==> src/logic/rae_params.svh <==
`ifndef RAE_PARAMS_SVH
`define RAE_PARAMS_SVH
// register offsets
`define RAE_OFS_FRONTEND    4'h0
`define RAE_OFS_GAIN_CTRL   4'h1
`define RAE_OFS_GAIN_WORD   4'h2
`define RAE_OFS_STRENGTH    4'h3
`define RAE_OFS_ED_CONFIG   4'h4
`define RAE_OFS_ED_DURATION 4'h5
`define RAE_OFS_ED_RESULT   4'h6
// reset values
`define RAE_RST_FRONTEND    8'h01
`define RAE_RST_GAIN_CTRL   8'h81
`define RAE_RST_TARGET      3'h3
`define RAE_RST_ED_DURATION 8'h01
// field positions in the gain loop control register
`define RAE_GC_INPUT        6
`define RAE_GC_RESET        3
`define RAE_GC_FREEZE_STAT  2
`define RAE_GC_FREEZE       1
`define RAE_GC_ENABLE       0
// encodings and values
`define RAE_SR_DEFAULT      4'h1
`define RAE_GAIN_MAX        5'h17
`define RAE_INVALID         8'h7f
`define RAE_STRENGTH_MIN    -127
`define RAE_STRENGTH_MAX    4
`define RAE_CUTOFF_MAX      3'h4
// time base of the averaging window, in ns
`define RAE_BASE_UNIT_NS    2000
`define RAE_CLK_PERIOD_NS   100
`define RAE_UNIT_CYCLES     ((`RAE_BASE_UNIT_NS + `RAE_CLK_PERIOD_NS - 1) / `RAE_CLK_PERIOD_NS)
`endif

==> src/logic/rae_pkg.sv <==
package rae_pkg;
    typedef enum logic [1:0] {
        energy_mode_automatic,
        energy_mode_one_shot,
        energy_mode_repeating,
        energy_mode_disabled
    } rae_ed_mode_t;
    typedef enum logic [1:0] {
        rae_idle,
        rae_measure
    } rae_ed_state_t;
endpackage : rae_pkg

==> src/logic/rae_rx_agc_energy_detect.sv <==
// What this block does
// - three-bit cut-off field picks filter cut-off, codes 0 to 4, default 0
// - four-bit rate field picks sample rate, default code 1 for 4000kHz
// - unlisted rate codes act as the default 4000kHz rate
// - input select zero measures filtered signal, one measures unfiltered signal
// - averaging field picks 8, 16, 32 or 64 samples, default 8
// - writing gain reset applies maximum gain, then bit clears itself
// - freeze status reads one when baseband or software holds the loop
// - hold ends only once baseband has released and software has cleared freeze control
// - freeze control one freezes gain, zero lets the loop adapt
// - enable one adjusts gain automatically, zero follows the written word
// - target level field picks -21dB to -42dB, default code 3
// - with automatic gain on, reading the word returns gain in use
// - with automatic gain off, writing the word while receiving sets gain directly
// - word value 23 is maximum gain, each step is 3dB
// - signal strength reports power in dBm, 127 marks invalid
// - valid strength values are signed, range -127 to +4
// - automatic mode starts a measurement whenever the loop is held
// - mode 1 one measurement, 2 repeating, 3 disabled
// - averaging time is duration factor times the selected time base
// - time base codes give 2, 8, 32, 128 us, default 8 us
// - result register holds averaged energy, signed, -127 to +4
// - measurements run only in receive; leaving it returns mode to automatic
// - each completed single or repeating period stores result and raises complete
// - single mode returns the mode field to automatic after completing
// - cancelled automatic measurement may leave an incorrect or invalid result
`timescale 1ns/100ps
`include "rae_params.svh"
module rae_rx_agc_energy_detect
    import rae_pkg::*;
#(
    parameter int UNIT_CYCLES = `RAE_UNIT_CYCLES
) (
    input  wire logic       i_clk,
    input  wire logic       i_arst_n,
    input  wire logic [3:0] i_addr,
    input  wire logic [7:0] i_wdata,
    input  wire logic       i_wr,
    input  wire logic       i_rd,
    output logic      [7:0] o_rdata,
    input  wire logic       i_rx_state,
    input  wire logic       i_bb_hold,
    input  wire logic       i_sample_valid,
    input  wire logic [7:0] i_power_filtered,
    input  wire logic [7:0] i_power_unfiltered,
    output logic      [2:0] o_filter_cutoff_select,
    output logic      [3:0] o_sample_rate_select,
    output logic      [4:0] o_rx_gain,
    output logic            o_energy_complete_interrupt
);
    logic [7:0]   rx_frontend_config;
    logic         gain_input_select;
    logic [1:0]   gain_average_count;
    logic         gain_reset;
    logic         freeze_control;
    logic         gain_enable;
    logic [2:0]   gain_target_level;
    logic [4:0]   gain_control_word;
    logic [7:0]   signal_strength;
    rae_ed_mode_t energy_mode_field;
    logic [7:0]   energy_detect_duration;
    logic [7:0]   energy_result;
    logic         freeze_status;
    logic         wr_frontend, wr_gctrl, wr_gword, wr_edc, wr_edd;
    logic [7:0]   sel_power;
    logic [6:0]   avg_cnt;
    logic [6:0]   avg_len;
    logic [13:0]  avg_sum;
    logic [7:0]   avg_level;
    rae_ed_state_t ed_state;
    logic [13:0]  tick_cnt;
    logic [7:0]   unit_cnt;
    logic [7:0]   units_left;
    logic [24:0]  ed_sum;
    logic [16:0]  ed_num;
    logic         ed_start;
    logic         ed_period_end;
    logic         ed_finish;
    logic [13:0]  unit_len;
    logic [7:0]   next_result;

    assign wr_frontend = i_wr && i_addr == `RAE_OFS_FRONTEND;
    assign wr_gctrl    = i_wr && i_addr == `RAE_OFS_GAIN_CTRL;
    assign wr_gword    = i_wr && i_addr == `RAE_OFS_GAIN_WORD;
    assign wr_edc      = i_wr && i_addr == `RAE_OFS_ED_CONFIG;
    assign wr_edd      = i_wr && i_addr == `RAE_OFS_ED_DURATION;

    // front end: cut-off codes above 4 are clamped, unlisted rates fall back
    always_ff @(posedge i_clk or negedge i_arst_n) begin
        if (!i_arst_n) begin
            rx_frontend_config <= `RAE_RST_FRONTEND;
        end else if (wr_frontend) begin
            rx_frontend_config <= {i_wdata[7:5], 1'b0, i_wdata[3:0]};
        end
    end

    always_ff @(posedge i_clk or negedge i_arst_n) begin
        if (!i_arst_n) begin
            o_filter_cutoff_select <= 3'h0;
            o_sample_rate_select   <= `RAE_SR_DEFAULT;
        end else begin
            o_filter_cutoff_select <= (rx_frontend_config[7:5] > `RAE_CUTOFF_MAX) ?
                                      `RAE_CUTOFF_MAX : rx_frontend_config[7:5];
            unique case (rx_frontend_config[3:0])
                4'h1, 4'h2, 4'h3, 4'h4, 4'h5, 4'h6, 4'h8, 4'ha: begin
                    o_sample_rate_select <= rx_frontend_config[3:0];
                end
                default: begin
                    o_sample_rate_select <= `RAE_SR_DEFAULT;
                end
            endcase
        end
    end

    // gain loop control register
    always_ff @(posedge i_clk or negedge i_arst_n) begin
        if (!i_arst_n) begin
            gain_input_select  <= 1'b0;
            gain_average_count <= 2'h0;
            gain_reset         <= 1'b0;
            freeze_control     <= 1'b0;
            gain_enable        <= 1'b1;
            gain_target_level  <= `RAE_RST_TARGET;
        end else begin
            if (wr_gctrl) begin
                gain_input_select  <= i_wdata[`RAE_GC_INPUT];
                gain_average_count <= i_wdata[5:4];
                freeze_control     <= i_wdata[`RAE_GC_FREEZE];
                gain_enable        <= i_wdata[`RAE_GC_ENABLE];
            end
            // command runs in one cycle, so the bit drops right after
            gain_reset <= wr_gctrl && i_wdata[`RAE_GC_RESET];
            if (wr_gword) begin
                gain_target_level <= i_wdata[7:5];
            end
        end
    end

    assign freeze_status = freeze_control || i_bb_hold;
    assign sel_power = gain_input_select ? i_power_unfiltered : i_power_filtered;
    assign avg_len = 7'd8 << gain_average_count;

    // sample averager feeds strength; a simple one-step loop tracks the target
    always_ff @(posedge i_clk or negedge i_arst_n) begin
        if (!i_arst_n) begin
            avg_cnt         <= 7'h00;
            avg_sum         <= 14'h0000;
            avg_level       <= `RAE_INVALID;
            gain_control_word <= `RAE_GAIN_MAX;
        end else if (gain_reset || !i_rx_state) begin
            avg_cnt   <= 7'h00;
            avg_sum   <= 14'h0000;
            avg_level <= `RAE_INVALID;
            if (gain_reset) begin
                gain_control_word <= `RAE_GAIN_MAX;
            end
        end else begin
            if (!gain_enable && wr_gword) begin
                gain_control_word <= i_wdata[4:0];
            end
            if (i_sample_valid) begin
                if (avg_cnt == avg_len - 7'd1) begin
                    avg_cnt   <= 7'h00;
                    avg_sum   <= 14'h0000;
                    avg_level <= 8'((avg_sum + {{6{sel_power[7]}}, sel_power}) >>>
                                 (3 + gain_average_count));
                    // target compared as dB below full scale: 3dB per step
                    if (gain_enable && !freeze_status) begin
                        if ($signed(avg_level) > -$signed({3'h0, gain_target_level}) * 3
                                - 21 && gain_control_word != 5'h00) begin
                            gain_control_word <= gain_control_word - 5'h01;
                        end else if (gain_control_word < `RAE_GAIN_MAX) begin
                            gain_control_word <= gain_control_word + 5'h01;
                        end
                    end
                end else begin
                    avg_cnt <= avg_cnt + 7'h01;
                    avg_sum <= avg_sum + {{6{sel_power[7]}}, sel_power};
                end
            end
        end
    end

    always_ff @(posedge i_clk or negedge i_arst_n) begin
        if (!i_arst_n) begin
            signal_strength <= `RAE_INVALID;
            o_rx_gain       <= `RAE_GAIN_MAX;
        end else begin
            o_rx_gain <= gain_control_word;
            if (!i_rx_state || avg_level == `RAE_INVALID) begin
                signal_strength <= `RAE_INVALID;
            end else if ($signed(avg_level) > `RAE_STRENGTH_MAX) begin
                signal_strength <= 8'(`RAE_STRENGTH_MAX);
            end else if ($signed(avg_level) < `RAE_STRENGTH_MIN) begin
                signal_strength <= 8'(`RAE_STRENGTH_MIN);
            end else begin
                signal_strength <= avg_level;
            end
        end
    end

    // energy detection
    assign unit_len = 14'(UNIT_CYCLES) << (2 * energy_detect_duration[1:0]);
    assign ed_period_end = ed_state == rae_measure && tick_cnt == unit_len - 14'h1 &&
                           units_left <= 8'h01;
    assign ed_start = i_rx_state && ed_state == rae_idle && !wr_edc &&
                      (energy_mode_field == energy_mode_one_shot ||
                       energy_mode_field == energy_mode_repeating ||
                       (energy_mode_field == energy_mode_automatic && freeze_status));
    assign ed_finish = ed_period_end && energy_detect_duration[7:2] != 6'h00;
    // rounded mean, half away from zero: plain truncation would pull negatives up
    assign next_result = (ed_num == 17'h0) ? `RAE_INVALID :
                         8'((ed_sum[24] ? $signed(ed_sum) - $signed({1'b0, ed_num[16:1]})
                                        : $signed(ed_sum) + $signed({1'b0, ed_num[16:1]})) /
                            $signed({1'b0, ed_num}));

    always_ff @(posedge i_clk or negedge i_arst_n) begin
        if (!i_arst_n) begin
            energy_detect_duration <= `RAE_RST_ED_DURATION;
        end else if (wr_edd) begin
            energy_detect_duration <= i_wdata;
        end
    end

    always_ff @(posedge i_clk or negedge i_arst_n) begin
        if (!i_arst_n) begin
            energy_mode_field <= energy_mode_automatic;
        end else if (!i_rx_state) begin
            energy_mode_field <= energy_mode_automatic;
        end else if (wr_edc) begin
            energy_mode_field <= rae_ed_mode_t'(i_wdata[1:0]);
        end else if (ed_finish && energy_mode_field == energy_mode_one_shot) begin
            energy_mode_field <= energy_mode_automatic;
        end
    end

    always_ff @(posedge i_clk or negedge i_arst_n) begin
        if (!i_arst_n) begin
            ed_state   <= rae_idle;
            tick_cnt   <= 14'h0000;
            units_left <= 8'h00;
            ed_sum     <= 25'h0000000;
            ed_num     <= 17'h00000;
        end else if (!i_rx_state || wr_edc ||
                     (ed_state == rae_measure && energy_mode_field == energy_mode_automatic
                      && !freeze_status)) begin
            ed_state <= rae_idle;
        end else if (ed_start || (ed_finish && energy_mode_field == energy_mode_repeating)) begin
            ed_state   <= rae_measure;
            tick_cnt   <= 14'h0000;
            units_left <= {2'h0, energy_detect_duration[7:2]};
            ed_sum     <= 25'h0000000;
            ed_num     <= 17'h00000;
        end else if (ed_finish || ed_period_end) begin
            ed_state <= rae_idle;
        end else if (ed_state == rae_measure) begin
            if (tick_cnt == unit_len - 14'h1) begin
                tick_cnt   <= 14'h0000;
                units_left <= units_left - 8'h01;
            end else begin
                tick_cnt <= tick_cnt + 14'h0001;
            end
            if (signal_strength != `RAE_INVALID) begin
                ed_sum <= ed_sum + {{17{signal_strength[7]}}, signal_strength};
                ed_num <= ed_num + 17'h00001;
            end
        end
    end

    always_ff @(posedge i_clk or negedge i_arst_n) begin
        if (!i_arst_n) begin
            energy_result               <= `RAE_INVALID;
            o_energy_complete_interrupt <= 1'b0;
        end else begin
            o_energy_complete_interrupt <= ed_finish &&
                                           energy_mode_field != energy_mode_automatic;
            if (ed_finish) begin
                energy_result <= next_result;
            end
        end
    end

    // register read, data one cycle after the strobe
    always_ff @(posedge i_clk or negedge i_arst_n) begin
        if (!i_arst_n) begin
            o_rdata <= 8'h00;
        end else if (i_rd) begin
            unique case (i_addr)
                `RAE_OFS_FRONTEND:    o_rdata <= rx_frontend_config;
                `RAE_OFS_GAIN_CTRL:   o_rdata <= {1'b1, gain_input_select, gain_average_count,
                                                  gain_reset, freeze_status, freeze_control,
                                                  gain_enable};
                `RAE_OFS_GAIN_WORD:   o_rdata <= {gain_target_level, gain_control_word};
                `RAE_OFS_STRENGTH:    o_rdata <= signal_strength;
                `RAE_OFS_ED_CONFIG:   o_rdata <= {6'h00, energy_mode_field};
                `RAE_OFS_ED_DURATION: o_rdata <= energy_detect_duration;
                `RAE_OFS_ED_RESULT:   o_rdata <= energy_result;
                default:              o_rdata <= 8'h00;
            endcase
        end else begin
            o_rdata <= 8'h00;
        end
    end

    gain_reset_pulse_a: assert property (@(posedge i_clk) disable iff (!i_arst_n)
        (gain_reset && !(wr_gctrl && i_wdata[`RAE_GC_RESET]))
        |=> !gain_reset && gain_control_word == `RAE_GAIN_MAX)
        else $error("gain reset did not restore maximum gain");
    freeze_status_a: assert property (@(posedge i_clk) disable iff (!i_arst_n)
        (i_rd && i_addr == `RAE_OFS_GAIN_CTRL && (i_bb_hold || freeze_control))
        |=> o_rdata[`RAE_GC_FREEZE_STAT])
        else $error("freeze status low while held");
    rate_fallback_a: assert property (@(posedge i_clk) disable iff (!i_arst_n)
        rx_frontend_config[3:0] == 4'h7 |=> o_sample_rate_select == `RAE_SR_DEFAULT)
        else $error("unlisted rate code not mapped to default");
    manual_gain_a: assert property (@(posedge i_clk) disable iff (!i_arst_n)
        (!gain_enable && wr_gword && !gain_reset && i_rx_state)
        |=> ##1 o_rx_gain == $past(i_wdata[4:0], 2))
        else $error("manual gain not applied");
    single_done_a: assert property (@(posedge i_clk) disable iff (!i_arst_n)
        (ed_finish && energy_mode_field == energy_mode_one_shot && i_rx_state && !wr_edc)
        |=> energy_mode_field == energy_mode_automatic && o_energy_complete_interrupt)
        else $error("single mode did not return to automatic");
    leave_rx_a: assert property (@(posedge i_clk) disable iff (!i_arst_n)
        !i_rx_state |=> energy_mode_field == energy_mode_automatic && ed_state == rae_idle)
        else $error("leaving receive did not stop detection");
    strength_range_a: assert property (@(posedge i_clk) disable iff (!i_arst_n)
        signal_strength == `RAE_INVALID || ($signed(signal_strength) <= 4 &&
        $signed(signal_strength) >= -127))
        else $error("strength out of range");
    auto_no_irq_a: assert property (@(posedge i_clk) disable iff (!i_arst_n)
        (ed_finish && energy_mode_field == energy_mode_automatic)
        |=> !o_energy_complete_interrupt)
        else $error("automatic completion raised interrupt");
    single_cov: cover property (@(posedge i_clk) disable iff (!i_arst_n)
        energy_mode_field == energy_mode_one_shot ##[1:1000] o_energy_complete_interrupt);
    cont_cov: cover property (@(posedge i_clk) disable iff (!i_arst_n)
        o_energy_complete_interrupt && energy_mode_field == energy_mode_repeating);
    freeze_cov: cover property (@(posedge i_clk) disable iff (!i_arst_n)
        i_bb_hold && ed_state == rae_measure);
endmodule : rae_rx_agc_energy_detect
==> config.mk <==
export PLATFORM = sky130hd
export DESIGN_NAME = rae_rx_agc_energy_detect
export DESIGN_NICKNAME = d
export VERILOG_FILES = /design/src/logic/rae_pkg.sv /design/src/logic/rae_rx_agc_energy_detect.sv
export VERILOG_INCLUDE_DIRS = /design/src /design/src/logic
export SDC_FILE = /design/constraint.sdc
export NUM_CORES = 1
export LEC_CHECK = 0
export ABC_AREA = 1
export BUFFER_PORTS_ARGS = -buffer_cell sky130_fd_sc_hd__buf_2
export CAP_MARGIN = 20
export CORE_ASPECT_RATIO = 2
export CORE_MARGIN = 3
export CORE_UTILIZATION = 40
export CTS_CLUSTER_SIZE = 25
export DETAILED_ROUTE_END_ITERATION = 12
export PLACE_DENSITY_LB_ADDON = 0.3
export SETUP_SLACK_MARGIN = 0.3
export SLEW_MARGIN = 20
export SYNTH_ARGS = -nofsm -noshare
export SYNTH_HDL_FRONTEND = slang
export SYNTH_SLANG_ARGS = --single-unit
==> constraint.sdc <==
create_clock -name i_clk -period 111.9 [get_ports i_clk]
set_input_delay 22.38 -clock i_clk [delete_from_list [all_inputs] [get_ports i_clk]]
set_output_delay 22.38 -clock i_clk [all_outputs]
set_load 0.01 [all_outputs]
==> flow_summary_export.csv <==
group,metric,value,unit
placed_design,io_buffer_count,55,
grt,grt_pass1_wl,145,mm
logic_synthesis,synth_largest_area_cell,"ha_1",
critical_path,worstPathArrival,75.41,ns
hold_path,min_path_type,"flip-flop to flip-flop",
sta,max_slew_margin,29.7,%
drt,drtIter0Drc,1482,
floorplanning,dieArea,74500,um^2
finish,seqCellArea,4100,um^2
critical_path,cp-start-kind,"flip-flop",
job,drv_cap,0,
drt,viasPerCell,5.43,
finish,multi_input_area,21300,um^2
finish,final_cell_mix,"nand2_1 (1054), inv_1 (676), ha_1 (424)",
finish,fillers,7408,
critical_path,cp_common_cell,"inv_1",
logic_synthesis,ys_ff_latch,162,
drt,route.detailed.drc,0,
critical_path,critPathLaunch,"ed_num[2]$_DFFE_PN0P_",
sta,finalMaxSlewViolations,0,
floorplanning,initial_utilization,40.6,%
cts,cts_hold_buffers,0,
sta,period_share,67.1,%
cts,cts_tree,"done",
cts,cts.clk_slew.worst_paths,0.08,ns
critical_path,required,112.28,ns
finish,drive_above_1_share,6.79,%
drt,ant_nets,0,
critical_path,reg2reg_from,"ed_num[2]$_DFFE_PN0P_",
critical_path,crit_type,"flip-flop to flip-flop",
logic_synthesis,ys_seq_area_share,14.4,%
placed_design,dp_hpwl,75.5,mm
sta,rsz0062_at_grt,"false",
logic_synthesis,syn_inst,4485,
cts,clock_latency,0.47,ns
logic_synthesis,syn_area,28400,um^2
cts,cts_buffer_depth,2,
drt,routedWlPerCell,16.9,um
logic_synthesis,async_flop_share,100,%
logic_synthesis,synth_edf_count,0,
cts,cts_setup_buffers,0,
finish,mostFrequentLayoutCell,"nand2_1",
finish,diodes,0,
floorplanning,core_area,70100,um^2
sta,tns,0,ns
critical_path,crit_path_end_kind,"flip-flop",
logic_synthesis,synth.distinct_cells,74,
critical_path,worst_path_max_delay_cell,"nor3_1",
sta,setup_viol,0,
floorplanning,dieHeight,383,um
critical_path,ff2ff_path_depth,449,
status,outcome,"completed",
logic_synthesis,ys_warn_count,0,
cts,clkSinkCount,162,
floorplanning,io_pins,56,
critical_path,crit_path_end,"energy_result[6]$_DFFE_PN1P_",
placed_design,place_ws,37.59,ns
logic_synthesis,syn_area_per_cell,6.34,um^2
logic_synthesis,syn-num-nets,4948,
finish,area_delta_synth_final,6.66,%
sta,fin_ws,36.87,ns
grt,overflow,0,
cts,cts_made_buffers,17,
critical_path,rrSetupSlack,36.87,ns
logic_synthesis,synthFlopType,"dfrtp_1",
floorplanning,core.rowCount,137,
sta,max_freq,13.3,MHz
floorplanning,die_w,195,um
logic_synthesis,netlist_top_cells_area,"ha_1 (19%), nand2_1 (14%), dfrtp_1 (11%)",
sta,skew,0.0142,ns
critical_path,cp_max_fo,42,
grt,grt_start_max_net_pins,66,
critical_path,r2r_end,"energy_result[6]$_DFFE_PN1P_",
cts,htree_levels,4,
finish,nets,4970,
sta,finalCriticalPeriod,75.03,ns
sta,tightest_slew,1.03,ns
cts,cts-resized-gates,0,
sta,hold_violations,0,
grt,grt_usage,23.9,%
grt,grt_pass1_vias,29500,
logic_synthesis,yosys.area.top_type_share,18.7,%
drt,wirelength,91.5,mm
critical_path,max_stage_delay,0.71,ns
drt,vias,29400,
placed_design,gp_congestion,1.01,
grt,grt_antenna_before_repair,0,
cts,cts_root_buf,"clkbuf_16",
drt,firstDrtPassIters,7,
[kinds of logic after synthesis]
logic type | share of synthesized area (%)
AO/OA/AOI/OAI | 18.0
XOR/XNOR | 8.29
adder cells (fa/ha/maj) | 18.9
buffers and inverters | 10.5
flip-flops | 14.4
multiplexers | 0.418
AND/OR/NAND/NOR | 29.4
[worst min path at each step]
| stage | startpoint | endpoint | slack (ns) | cells after the start |
|---|---|---|---|---|
| 2_1_floorplan | gain_control_word[2]$_DFFE_PN1P_ | o_rx_gain[2]$_DFF_PN1_ | 0.35 | 0 |
| 3_3_place_gp | gain_control_word[0]$_DFFE_PN1P_ | o_rx_gain[0]$_DFF_PN1_ | 0.38 | 0 |
| 3_5_place_dp | gain_control_word[0]$_DFFE_PN1P_ | o_rx_gain[0]$_DFF_PN1_ | 0.38 | 0 |
| 4_1_cts | gain_control_word[0]$_DFFE_PN1P_ | o_rx_gain[0]$_DFF_PN1_ | 0.40 | 0 |
| 5_1_grt | gain_control_word[0]$_DFFE_PN1P_ | o_rx_gain[0]$_DFF_PN1_ | 0.40 | 0 |
| 6_report | gain_control_word[0]$_DFFE_PN1P_ | o_rx_gain[0]$_DFF_PN1_ | 0.39 | 0 |
[flip-flops by register name (all words and copies together) (netlist names), 2 cells and up]
name,cells
o_filter_cutoff_select,3
avg_cnt,7
energy_result,8
rx_frontend_config,7
o_rdata,8
avg_sum,14
o_rx_gain,5
energy_mode_field,2
ed_sum,25
gain_control_word,5
o_sample_rate_select,4
tick_cnt,14
gain_target_level,3
gain_average_count,2
units_left,8
energy_detect_duration,8
avg_level,8
signal_strength,8
ed_num,17
[final cells by class]
cell class	count	share of cell area, %
Tap cell	903	3.73
Inverter	708	8.76
Timing Repair Buffer	81	1.57
Clock inverter	15	0.648
Clock buffer	17	1.40
Multi-Input combinational cell	3537	70.4
Sequential cell	162	13.5
[synthesized netlist by cell type, types with 7 or more instances]
cell type and number:
a2111oi_0 8, a211oi_1 11, a21o_1 20, a21oi_1 354, a221oi_1 12, a31oi_1 13
buf_1 10, buf_2 11, clkbuf_1 52, clkinv_1 9, dfrtp_1 127, dfstp_2 35
ha_1 424, inv_1 676, inv_2 23, mux2_2 7, nand2_1 1054, nand2_2 28
nand3_1 219, nand3_2 21, nand3b_1 9, nand4_1 67, nor2_1 362, nor2_2 13
nor2_4 9, nor3_1 54, nor4_1 21, o211ai_1 14, o21ai_0 332, o21ai_1 23
o21bai_1 28, o221ai_1 11, o22ai_1 12, o31ai_1 24, or2_2 35, xnor2_1 93
xor2_1 176
[layer usage]
layer	up-vias	track usage [%]	routed length, um
li1	14900	-	-
met1	13300	21.2	31100
met2	808	47.7	49100
met3	432	2.15	2820
met4	0	19.5	8550
met5	-	0	0
[worst max-delay path: cells and delay by family (launching register included)]
kind	cells	cell delay (ns)
buffers and inverters	101	11.78
AO/OA/AOI/OAI	169	32.85
AND/OR/NAND/NOR	151	20.69
flip-flops	1	0.48
XOR/XNOR	1	0.41
adder cells (fa/ha/maj)	27	8.50
[per-stage QoR]
step | std cells | util [%] | hold slack, ns | cell area (um^2)
finish | 5423 | 43.3 | 0.394 | 30300
global route | 5423 | 43.3 | 0.402 | 30300
CTS | 5423 | 43.3 | 0.397 | 30300
detailed placement | 5391 | 42.4 | 0.385 | 29700
global placement | 5391 | 42.4 | 0.383 | 29700
floorplan | 4485 | - | 0.353 | 28400
Power is not shown: default switching activity piles up to over one toggle a cycle in this logic, so the estimate is an artifact.
